### src/core/dad_defs.svh
// Purpose: address window constants and reset values for the default decoder
// Assumes: 32-bit processor byte addresses
// Notes:   each window is a naturally aligned power-of-two block (base plus mask)
`ifndef DAD_DEFS_SVH
`define DAD_DEFS_SVH

// pci/isa i/o window, 128 KB
`define DAD_PIO_BASE   32'h80000000
`define DAD_PIO_MASK   32'hFFFE0000
// memory controller register block, 64 KB
`define DAD_MC_BASE    32'hFEF80000
`define DAD_MC_MASK    32'hFFFF0000
// host bridge register block, 64 KB
`define DAD_HB_BASE    32'hFEFF0000
`define DAD_HB_MASK    32'hFFFF0000
// boot rom/flash window, top 1 MB
`define DAD_BOOT_BASE  32'hFFF00000
`define DAD_BOOT_MASK  32'hFFF00000

// window index positions in the hit vector
`define DAD_WIN_PIO    0
`define DAD_WIN_MC     1
`define DAD_WIN_HB     2
`define DAD_WIN_BOOT   3
`define DAD_WIN_N      4

// reset values
`define DAD_DEFMAP_RST 1'b1
`define DAD_PCIEN_RST  1'b0
`define DAD_VALID_RST  1'b0
`define DAD_OFFS_RST   20'h00000

`endif

### src/core/dad_pkg.sv
// Purpose: shared types of the default address decoder
// Assumes: nothing beyond the constants header
// Notes:   target codes are one-hot so each select is a single flop bit
package dad_pkg;

    // 32-bit processor address
    typedef logic [31:0] dad_addr_t;

    // decoded target, one-hot, bit 0 means no target
    typedef enum logic [5:0] {
        dad_tgt_none   = 6'h01,
        dad_tgt_pio    = 6'h02,
        dad_tgt_mc     = 6'h04,
        dad_tgt_hb     = 6'h08,
        dad_tgt_boot_a = 6'h10,
        dad_tgt_boot_b = 6'h20
    } dad_target_e;

endpackage

### src/core/dad_match_if.sv
// Purpose: carries the address to the window matcher and the hits back
// Assumes: one window per hit bit, order as in the constants header
// Notes:   purely combinational path inside one clock domain
`timescale 1ns/1ps
`include "dad_defs.svh"

interface dad_match_if;
    dad_pkg::dad_addr_t        addr; // address under test
    logic [`DAD_WIN_N-1:0]     hit;  // one bit per default window

    // decoder side drives the address
    modport dec (output addr, input hit);
    // matcher side answers with hits
    modport mat (input addr, output hit);
endinterface

### src/core/dad_win_match.sv
// Purpose: compares one address against every default window
// Assumes: windows are aligned blocks described by base and mask
// Notes:   windows do not overlap, so at most one hit bit is set
`timescale 1ns/1ps
`include "dad_defs.svh"

module dad_win_match (
    // address in, hits out
    dad_match_if.mat m
);

    // true when the masked address equals the window base
    function automatic logic in_win(input dad_pkg::dad_addr_t a,
                                    input dad_pkg::dad_addr_t base,
                                    input dad_pkg::dad_addr_t mask);
        in_win = ((a & mask) == base);
    endfunction

    // one comparator per window; the gaps between them hit nothing
    assign m.hit[`DAD_WIN_PIO]  = in_win(m.addr, `DAD_PIO_BASE, `DAD_PIO_MASK);
    assign m.hit[`DAD_WIN_MC]   = in_win(m.addr, `DAD_MC_BASE, `DAD_MC_MASK);
    assign m.hit[`DAD_WIN_HB]   = in_win(m.addr, `DAD_HB_BASE, `DAD_HB_MASK);
    assign m.hit[`DAD_WIN_BOOT] = in_win(m.addr, `DAD_BOOT_BASE, `DAD_BOOT_MASK);

endmodule

### src/core/dad_decoder.sv
// Purpose: default processor address decoder with boot bank steering
// Assumes: requests and map controls come from logic on mclk; the bank
//          select comes from a board strap or pin and is synchronised
// Notes:   one cycle of latency from request to registered selects
//
// Contract
// RULE1: default map holds after reset until reprogrammed
// RULE2: 80000000-8001FFFF goes to pci/isa i/o
// RULE3: FEF80000-FEF8FFFF goes to memory controller registers
// RULE4: FEFF0000-FEFFFFFF goes to host bridge registers
// RULE5: top 1MB from FFF00000 goes to boot flash
// RULE6: bank select clear picks A, set picks B
// RULE7: all gaps between windows decode no target
// RULE8: reset disables every pci map decoder
// RULE9: software programs pci decoders before relying
// RULE10: one processor controls map registers at once
// RULE11: at most one target select per access
`timescale 1ns/1ps
`include "dad_defs.svh"

module dad_decoder #(
    parameter int PCI_DEC_N = 4 // number of pci-side map decoders
) (
    // clock and reset
    input  wire logic                   mclk,
    input  wire logic                   resetn,
    // processor bus request
    input  wire logic                   cpu_req,
    input  wire dad_pkg::dad_addr_t     cpu_addr,
    // map control from the register logic
    input  wire logic                   map_reprog,
    input  wire logic                   pci_dec_wr,
    input  wire logic [PCI_DEC_N-1:0]   pci_dec_wdata,
    // boot bank strap, asynchronous
    input  wire logic                   boot_bank_select,
    // target selects
    output logic                        sel_pio,
    output logic                        sel_mc,
    output logic                        sel_hb,
    output logic                        sel_boot_a,
    output logic                        sel_boot_b,
    output logic                        no_target,
    // decode qualifiers
    output logic                        dec_valid,
    output logic [19:0]                 dec_offset,
    output logic                        default_map,
    // pci decoder enables
    output logic [PCI_DEC_N-1:0]        pci_dec_en
);

    // refuse a decoder count the enable vector cannot hold
    if (PCI_DEC_N < 1 || PCI_DEC_N > 32) begin : g_chk
        $error("PCI_DEC_N must lie between 1 and 32");
    end

    dad_pkg::dad_target_e        target_ff;      // registered target
    dad_pkg::dad_target_e        nxt_target;     // decoded target
    logic [5:0]                  tbits;          // target as raw bits
    logic                        valid_ff;       // decode strobe
    logic [19:0]                 offs_ff;        // low 20 bits of the request address
    logic                        defmap_ff;      // default map in force
    logic [PCI_DEC_N-1:0]        pcien_ff;       // pci decoder enables
    logic                        bank_s1_ff;     // strap sync, first stage
    logic                        bank_s2_ff;     // strap sync, second stage
    logic                        pci_prog_ff;    // helper: pci write seen
    dad_match_if                 mif();          // matcher connection

    // address goes to the matcher straight from the bus
    assign mif.addr = cpu_addr;

    // window comparators
    dad_win_match u_match (
        .m (mif)
    );

    // strap may change at any time, so two flops before use
    always_ff @(posedge mclk or negedge resetn) begin
        if (!resetn) begin
            bank_s1_ff <= 1'b0;
            bank_s2_ff <= 1'b0;
        end else begin
            bank_s1_ff <= boot_bank_select;
            bank_s2_ff <= bank_s1_ff;
        end
    end

    // map hit vector to a target; a multi-hit code cannot occur
    // because the windows are disjoint, but is caught as none
    function automatic dad_pkg::dad_target_e pick(input logic [`DAD_WIN_N-1:0] hit,
                                                  input logic bank_b);
        unique case (hit)
            4'h0: begin
                pick = dad_pkg::dad_tgt_none; // gap in the map [RULE7]
            end
            4'h1: begin
                pick = dad_pkg::dad_tgt_pio; // [RULE2]
            end
            4'h2: begin
                pick = dad_pkg::dad_tgt_mc; // [RULE3]
            end
            4'h4: begin
                pick = dad_pkg::dad_tgt_hb; // [RULE4]
            end
            4'h8: begin
                // strap chooses which flash bank answers [RULE5] [RULE6]
                pick = bank_b ? dad_pkg::dad_tgt_boot_b : dad_pkg::dad_tgt_boot_a;
            end
            default: begin
                pick = dad_pkg::dad_tgt_none; // at most one select [RULE11]
            end
        endcase
    endfunction

    // next target: only the default map claims addresses here
    always_comb begin
        if (cpu_req && defmap_ff) begin
            nxt_target = pick(mif.hit, bank_s2_ff); // [RULE1]
        end else begin
            nxt_target = dad_pkg::dad_tgt_none;
        end
    end

    // target register; selects are idle between requests
    always_ff @(posedge mclk or negedge resetn) begin
        if (!resetn) begin
            target_ff <= dad_pkg::dad_tgt_none;
        end else begin
            target_ff <= nxt_target; // [RULE11]
        end
    end

    // strobe and window offset follow every request
    always_ff @(posedge mclk or negedge resetn) begin
        if (!resetn) begin
            valid_ff <= `DAD_VALID_RST;
            offs_ff  <= `DAD_OFFS_RST;
        end else begin
            valid_ff <= cpu_req;
            if (cpu_req) begin
                // low 20 bits: first 1 MB of bank A or bank B [RULE6]
                offs_ff <= cpu_addr[19:0];
            end
        end
    end

    // default map stays until reprogramming; only reset restores it,
    // so a stray second pulse cannot bring it back by accident
    always_ff @(posedge mclk or negedge resetn) begin
        if (!resetn) begin
            defmap_ff <= `DAD_DEFMAP_RST; // [RULE1]
        end else if (map_reprog) begin
            defmap_ff <= 1'b0; // [RULE1]
        end
    end

    // pci decoders come up off and stay off until written
    always_ff @(posedge mclk or negedge resetn) begin
        if (!resetn) begin
            pcien_ff <= {PCI_DEC_N{`DAD_PCIEN_RST}}; // [RULE8]
        end else if (pci_dec_wr) begin
            pcien_ff <= pci_dec_wdata; // [RULE9]
        end
    end

    // helper for checks: a pci decoder write has happened since reset
    always_ff @(posedge mclk or negedge resetn) begin
        if (!resetn) begin
            pci_prog_ff <= 1'b0;
        end else if (pci_dec_wr) begin
            pci_prog_ff <= 1'b1;
        end
    end

    // outputs are flop bits with no gating
    assign tbits       = target_ff;
    assign no_target   = tbits[0];
    assign sel_pio     = tbits[1];
    assign sel_mc      = tbits[2];
    assign sel_hb      = tbits[3];
    assign sel_boot_a  = tbits[4];
    assign sel_boot_b  = tbits[5];
    assign dec_valid   = valid_ff;
    assign dec_offset  = offs_ff;
    assign default_map = defmap_ff;
    assign pci_dec_en  = pcien_ff;
endmodule

### config.mk
export PLATFORM = sky130hd
export DESIGN_NAME = dad_decoder
export DESIGN_NICKNAME = d
export VERILOG_FILES = /design/src/core/dad_pkg.sv /design/src/core/dad_match_if.sv /design/src/core/dad_win_match.sv /design/src/core/dad_decoder.sv
export VERILOG_INCLUDE_DIRS = /design/src /design/src/core
export SDC_FILE = /design/constraint.sdc
export NUM_CORES = 1
export LEC_CHECK = 0
export BUFFER_PORTS_ARGS = -buffer_cell sky130_fd_sc_hd__buf_2
export CELL_PAD_IN_SITES_DETAIL_PLACEMENT = 0
export CELL_PAD_IN_SITES_GLOBAL_PLACEMENT = 1
export CORE_MARGIN = 5
export CORE_UTILIZATION = 33
export DETAILED_ROUTE_END_ITERATION = 7
export PLACE_DENSITY_LB_ADDON = 0.1
export SLEW_MARGIN = 20
export SYNTH_ARGS = -nofsm -noshare
export SYNTH_HDL_FRONTEND = slang
export SYNTH_HIERARCHICAL = 1
export SYNTH_SLANG_ARGS = --single-unit
### constraint.sdc
create_clock -name mclk -period 1.4 [get_ports mclk]
set_clock_uncertainty 0.15 [all_clocks]
set_input_delay 0 -clock mclk [delete_from_list [all_inputs] [get_ports mclk]]
set_output_delay 0 -clock mclk [all_outputs]
set_load 0.03 [all_outputs]
Word-level counts from Yosys, hierarchy flattened
Cells that the tools add are included.
{ "word_totals": {"out_inout_bits": 32, "reg_bits": 34, "wordCells": 19} }
{ "classes": {"n_mux": 3, "eq_ne": 8, "n_reduce_logical": 1} }
{ "op_table": {"columns": ["operator", "n"], "rows": [
  ["$eq 16x16->1 const B", 2],
  ["$pmux 6 s4", 1],
  ["$eq 15x15->1 const B", 1],
  ["$eq 12x12->1 const B", 1],
  ["$mux 6", 2],
  ["$eq 4x1->1 const B", 1],
  ["$eq 4x2->1 const B", 1],
  ["$eq 4x3->1 const B", 1],
  ["$eq 4x4->1 const B", 1],
  ["$logic_and 1x1->1", 1]
]} }

Longest topological paths before layout
Gate-level depths: netlist of the first run.
{ "logic_depth": {"word_depth": 4, "ltp_mapped": 6, "depth_no_buf": 6} }

Hierarchy
The synthesis of the first run kept the hierarchy.
{ "modules_own_cells": {"columns": ["mod", "cells_per_inst", "area_each_um2", "instances", "seq_area_each_um2"], "rows": [
  ["dad_decoder", 75, 1261.2, 1, 853.3],
  ["dad_win_match", 14, 111.4, 1, 0.0]
]} }

Least setup slack after synthesis of the first run
OpenSTA, ideal clock, no wires.
{ "synth_timing": {"kind": "input port to flip-flop", "startpoint": "input cpu_addr[26]", "endpoint": "register target_ff[0]", "n_path_buf": 0, "arrival_ns": 1.171, "path_stages": 6, "slack_ns": 0.003, "t_required_ns": 1.174, "setup_ns": 0.076, "path_cell_list": "nand4_1 -> nor4_2 -> nor4b_2 -> nor2_1 -> and4bb_1 -> a31oi_2"} }
{ "synth_between": {"elab_chain_cells": 4, "word_cells_on_any_way": 10} }
{ "synth_rtl": {"columns": ["element", "line", "source"], "rows": [
  ["start: declaration", "dad_decoder.sv:29", "input wire dad_pkg::dad_addr_t cpu_addr,"],
  ["$eq 16x16->1 (*)", "dad_win_match.sv:16", "in_win = ((a & mask) == base);"],
  ["via mif.hit[1]", "dad_match_if.sv:9", "logic [`DAD_WIN_N-1:0] hit;"],
  ["$eq 4x4->1, or another cell as far along", "dad_decoder.sv:91", "unique case (hit)"],
  ["$pmux 6 s4 (*)", "dad_decoder.sv:91", null],
  ["$mux 6 (*)", "dad_decoder.sv:116", "if (cpu_req && defmap_ff) begin"],
  ["via nxt_target[0]", "dad_decoder.sv:57", "dad_pkg::dad_target_e nxt_target;"],
  ["end signal: assignment", "dad_decoder.sv:126", "target_ff <= dad_pkg::dad_tgt_none;"],
  ["end signal: assignment", "dad_decoder.sv:128", "target_ff <= nxt_target;"],
  ["end: declaration", "dad_decoder.sv:56", "dad_pkg::dad_target_e target_ff;"]
]} }
The timed path passes the listed nets; every way through them passes the cells marked *.
A chain may end at the register's enable or synchronous reset.

Worst setup path in the final report of the first run
{ "layout_timing": {"startpoint": "input cpu_addr[24]", "endpoint": "register target_ff[0]"} }
The elaborated chain is that of the path after synthesis.

==> results of run 1 <==
==> kinds of logic (layout without fill, tap and decap cells) <==
group | Yosys count | in the layout | share of synthesized area (%)
DFF | 34 | 34 | 62.2
and+or+nand+nor | 25 | 25 | 13.9
muxes | 24 | 24 | 19.7
buffers and inverters | 3 | 117 | 2.28
AOI/OAI and AO/OA | 2 | 2 | 1.28
xor gates and xnor gates | 1 | 1 | 0.638
==> placed cells by master, fill, tap and decap left out, drive strengths merged, types with 2 or more instances in the layout <==
cell         instances
and4                 2
and4bb               3
mux2                24
clkbuf               7
dfstp                2
clkinv               2
dlygate4sd3         28
nor4                 4
nand2                3
nor2                 3
nor4b                2
dfrtp               32
buf                 78
nand4                2
==> state kept, by name, indices dropped and copies added (netlist names) <==
signal / cells
dec_valid: 1
bank_s1_ff: 1
default_map: 1
dec_offset: 20
target_ff: 6
bank_s2_ff: 1
pci_dec_en: 4
==> what timing repair did <==
| item | CTS | global route |
|---|---|---|
| hold endpoints to repair | 61 | 0 |
| resized for setup | 0 | 3 |
| hold buffers | 29 | 0 |
| setup endpoints to repair | 0 | 2 |
==> layer usage <==
layer / part of all wire [%] / GRT usage, % / up-vias / wire length [um]
met5: 0 / 0 / - / 0
met4: 2.1 / 5.34 / 0 / 74
met3: 6.7 / 4.59 / 8 / 240
met2: 58 / 27.7 / 42 / 2060
met1: 33 / 12.7 / 560 / 1190
li1: - / - / 553 / -
==> layout make-up <==
type / instances / share of cell area, %
clock buffer: 6 / 3.27
sequential: 34 / 38.5
inverter: 1 / 0.169
tap: 50 / 2.82
multi-input combinational: 52 / 22.1
timing repair buffer: 108 / 32.5
clock inverter: 2 / 0.621
==> stage by stage <==
stage               hold slack, ps  setup WS, ps  cells  instance area (um^2)
floorplan                     -446          2.59     89                  1370
finish                       -7.97          94.4    253                  2220
global route                  1.16          1.88    253                  2220
detailed placement            -155          -162    217                  1840
global placement              -156          -104    217                  1840
CTS                           80.7          3.09    254                  2210
==> worst max-delay path, delay by kind of cell <==
| family | cells | cell delay (ps) |
|---|---|---|
| simple gates | 5 | 960 |
| buf+inv | 2 | 270 |
| compound gates | 1 | 140 |
==> how the worst max path moves through the flow <==
stage	to	slack, ps	start
after floorplan	target_ff[0]$_DFF_PN1_	3	cpu_addr[26]
after global placement	target_ff[0]$_DFF_PN1_	-100	cpu_addr[26]
after detailed placement	target_ff[0]$_DFF_PN1_	-160	cpu_addr[26]
after CTS	target_ff[0]$_DFF_PN1_	3	cpu_addr[16]
after global routing	target_ff[0]$_DFF_PN1_	2	cpu_addr[24]
final	target_ff[0]$_DFF_PN1_	90	cpu_addr[24]
==> power breakdown <==
| group | internal (mW) | switching, mW |
|---|---|---|
| Sequential | 1.06 | 0.0315 |
| Combinational | 0.219 | 0.270 |
| Clock | 0.350 | 0.344 |
==> impl_results.md, run 1 <==
- Synth cell types: 24
- H-tree levels: 2
- Net Count, Synth: between 100 and 150
- Maximum number of pins on one net before global-route repair: 23
- Worst path max stage delay: between 200 and 300 ps
- NumNets Final: between 200 and 250
- Clock sinks: 34
- CTS tree: done
- Slowest-stage cell, CP: nor4_2
- Clock transition at path regs: 70 ps
- First-pass GRT wire length: 5820 um
- Peak supply drop: around 700 uV
- Synth-to-Final Area Change: 61.5%
- Cell with the most instances after synthesis: dfrtp_1
- # Max-Cap Violations: 0
- Ys async rst share: 100%
- # diodes: 0
- Final Hold Violating Endpoints: 1
- Wire per inst: 14.1 um
- DR pass1 iterations: 4
- Worst path required time: 1460 ps
- Synth warn: 6
- Setup repair after global routing missed its margin: false
- Tcrit/Tclk final: 93.3%
- Port buffer count: 73
- Synth top area share: between 50% and 60%
- Ys flop type: dfrtp_1
- CP Data Arrival Time: around 1400 ps
- # setup viols final: 0
- Minimum clock period: 1310 ps
- Crit path cell chain: buf_2, nand3b_1, nor4_2, nor4b_2, buf_4, nor2_2, and4bb_1, a31oi_2
- Synth Register Bits: 34
- Final slew viol count: 0
- Synth Cell Area: around 0.0014 mm^2
- DRT iter0 DRCs: 17
- CP max FO: 5
- Worst setup SP type: input port
- Crit end category: flop
- Max_slew headroom: around 68%
- Leading area contributor after synthesis: dfrtp_1
- Initial core utilization: about 34%
- Final GP Congestion: 0.738
- Final Util: 55.0%
- Setup TNS Final: 0 ps
- Outcome: finished, violations left
- Fmax: approximately 770 MHz
- Power Total: approximately 2.3 mW
- Number of synthesized flops with an enable pin: 0
- Post-CTS Setup Bufs: 0
- Final hold slack: -7.97 ps
- DP HPWL: 2670 um
- Clock root buffer: clkbuf_8
- Layout cells sized above 1: about three fifths
- Vias in the first global route: about 1400
- Synth top cells by count: 32 x dfrtp_1, 24 x mux2_2
- Seq/Total Area, Yosys: between 60% and 70%
- Inserted Clock Buffers: 5
- WHS Path Cells: 2
- Leak Pwr: around 1.1 nW
- Flop-to-flop setup slack: around 190 ps
- Mean Syn Cell Area: between 15 and 20 um^2
- Hold_sp: cpu_addr[16]
- Worst r2r dst: target_ff[2]$_DFF_PN0_
- Core box area: around 0.0040 mm^2
- Hold Path Class: in -> reg
- Power density cells: slightly above 1000 mW/mm^2
- Worst-Margin Slew: just under 500 ps
- Final WL: approximately 3600 um
- Detailed-route DRC error count: 0
- Worst skew pair latency: 280 ps
- Area of the multi-input gates: 490 um^2
- Failing checks: negative hold slack
- Setup CP Type: in -> reg
- Via density per instance: 4.60
- Hold Path Sink: dec_offset[16]$_DFFE_PN0P_
- Sequential Area: 853 um^2
- Filler cell count: about 370
- Clock Tree Buf Depth: 2
- RR Startpoint: default_map$_DFFE_PN1P_
- Total grt overflow: 0
- Initial antenna violation count: 0
- Ports: 74
- FP Rows: 23
- GRT Util Overall: between 10 and 15%
- Die height: between 70 and 80 um
- Cells after Synth: around 90
- Antenna-violating nets left: 0
- Die area: 0.00555 mm^2
- Die width: 74.5 um
- Ranking of synthesized cells by area: dfrtp_1 58%, mux2_2 20%, dfstp_2 3.8%
- Vias: between 1000 and 1500
- FF-to-FF path depth: 2
Note: power is estimated with default switching activity, not from simulation.
==> run 2: changes to the inputs <==
PLACE_DENSITY = 0.89   (was not set)
PLACE_DENSITY_LB_ADDON = not set   (was 0.1)
==> impl_results.md, run 2 (synthesis gave the netlist of run 1 again) <==
- Outcome: finished clean
- Worst-Margin Slew: between 400 and 500 ps
- Via density per instance: roughly 4.5
- Commonest non-fill, non-tap cell in the layout: buf_2
- # Max-Cap Violations: 0
- Final Hold Violating Endpoints: 0
- Clock transition at path regs: roughly 60 ps
- Peak supply drop: 481 uV
- Detailed-route DRC error count: 0
- H-tree levels: 2
- Initial core utilization: 34.1%
- Final GP Congestion: roughly 0.76
- Clock Tree Buf Depth: 2
- Leak Pwr: roughly 1.1 nW
- Total grt overflow: 0
- Final WL: approximately 3600 um
- Final WS setup: 108 ps
- First-pass GRT wire length: ~5700 um
- Worst path required time: 1410 ps
- Vias in the first global route: roughly 1300
- CP max FO: 14
- Die width: 74.5 um
- NumNets Final: around 250
- Highest-count cells in the layout ignoring fill and taps: 71 x buf_2, 32 x dfrtp_1, 28 x dlygate4sd3_1, 24 x mux2_2, 13 x buf_4
- Die height: around 74 um
- CTS tree: done
- DRT iter0 DRCs: 34
- Tcrit/Tclk final: about 92%
- Combinational power share: 21.7%
- Hold Path Class: in -> reg
- Setup CP Type: in -> reg
- Sw frac: 27.8%
- Die area: 0.00555 mm^2
- Psw: ~0.65 mW
- # setup viols final: 0
- CP startpoint: cpu_req
- Met3 usage: 3.92%
- Worst path max stage delay: between 500 and 600 ps
- Worst skew pair latency: between 200 and 300 ps
- Sequential fraction of design power: roughly 47%
- Wire per inst: about 14 um
- Buf/Inv on CP: 3
- FP Rows: 23
- Met2 Use GR: a little under a quarter
- Maximum number of pins on one net before global-route repair: 35
- Layout cells sized above 1: 60.0%
- Final hold slack: 52.0 ps
- Inserted Clock Buffers: 5
- Minimum clock period: between 1000 and 1500 ps
- Initial antenna violation count: 0
- RR Startpoint: default_map$_DFFE_PN1P_
- DP HPWL: about 2500 um
- Max_slew headroom: 72.4%
- Max reg flops: 20
- Clock root buffer: clkbuf_8
- Antenna-violating nets left: 0
- Clock power frac: between 30% and 40%
- Hold_sp: cpu_addr[16]
- GR peak layer: met2
- M1 GR Usage: 15.6%
- Synth-to-Final Area Change: 67.3%
- # diodes: 0
- Internal: around 1.7 mW
- Fmax: 774 MHz
- Power density cells: 1010 mW/mm^2
- Crit end category: flop
- Clock sinks: 34
- Worst setup SP type: input port
- Crit path cell chain: dlygate4sd3_1, buf_2, buf_12, mux2_2
- Vias: approximately 1200
- Place WS: -156 ps
- Final slew viol count: 0
- Crit-path leading delay family: buffers and inverters
- Core box area: roughly 0.0040 mm^2
- Slowest-stage cell, CP: dlygate4sd3_1
- Port buffer count: 73
- CP Data Arrival Time: between 1000 and 1500 ps
- Ports: 74
- GRT Util Overall: around 14%
- Setup repair after global routing missed its margin: true
- DR pass1 iterations: 4
-- run 2: final cells by class --
class                   instances  area, um^2
fillers                       342        1730
flip-flops and latches         34         853
repair buffers                115         777
multi-input cells              52         504
clock buffers                   6        82.6
well taps                      50        62.6
clock inverters                 2        12.5
inverters                       1        3.75
-- run 2: path summary, 6_finish.rpt --
path	to	slack (ps)	cells past startpoint
max	dec_offset[7]$_DFFE_PN0P_	110	4
min	dec_offset[16]$_DFFE_PN0P_	50	2
max reg2reg	target_ff[2]$_DFF_PN0_	200	2
min reg2reg	bank_s2_ff$_DFF_PN0_	210	0
max in group asynchronous	default_map$_DFFE_PN1P_	660	3
min in group asynchronous	target_ff[1]$_DFF_PN0_	120	3
-- run 2: repair_timing --
action | 4_1_cts | 5_1_grt
hold buffers | 29 | 0
setup endpoints to repair | 0 | 4
buffers inserted | 0 | 1
gates resized for setup | 0 | 5
endpoints found under the hold margin | 61 | 0
-- run 2: routing by layer --
layer  vias to the layer above  part of all wire [%]
met5                         -                     0
met4                         0                   1.6
met3                         6                   8.5
met2                        49                    52
met1                       548                    38
li1                        569                     -
-- run 2: power groups by stage --
stage / combinational, mW / sequential [mW] / clock, mW
finish: 0.504 / 1.09 / 0.733
global route: 0.542 / 1.10 / 0.806
CTS: 0.501 / 1.09 / 0.758
detailed placement: 0.438 / 1.11 / 0
global placement: 0.432 / 1.10 / 0
floorplan: 0.0935 / 1.25 / 0
-- run 2: stage by stage --
stage	instance area, um^2	cells	util, %	total power, mW	TNS, ps
2_1_floorplan	1370	89	-	1.35	0
5_1_grt	2300	260	57.0	2.45	0
3_3_place_gp	1880	223	46.7	1.54	-298
3_5_place_dp	1880	223	46.7	1.55	-582
4_1_cts	2270	260	56.3	2.35	0
6_report	2300	260	57.0	2.33	0
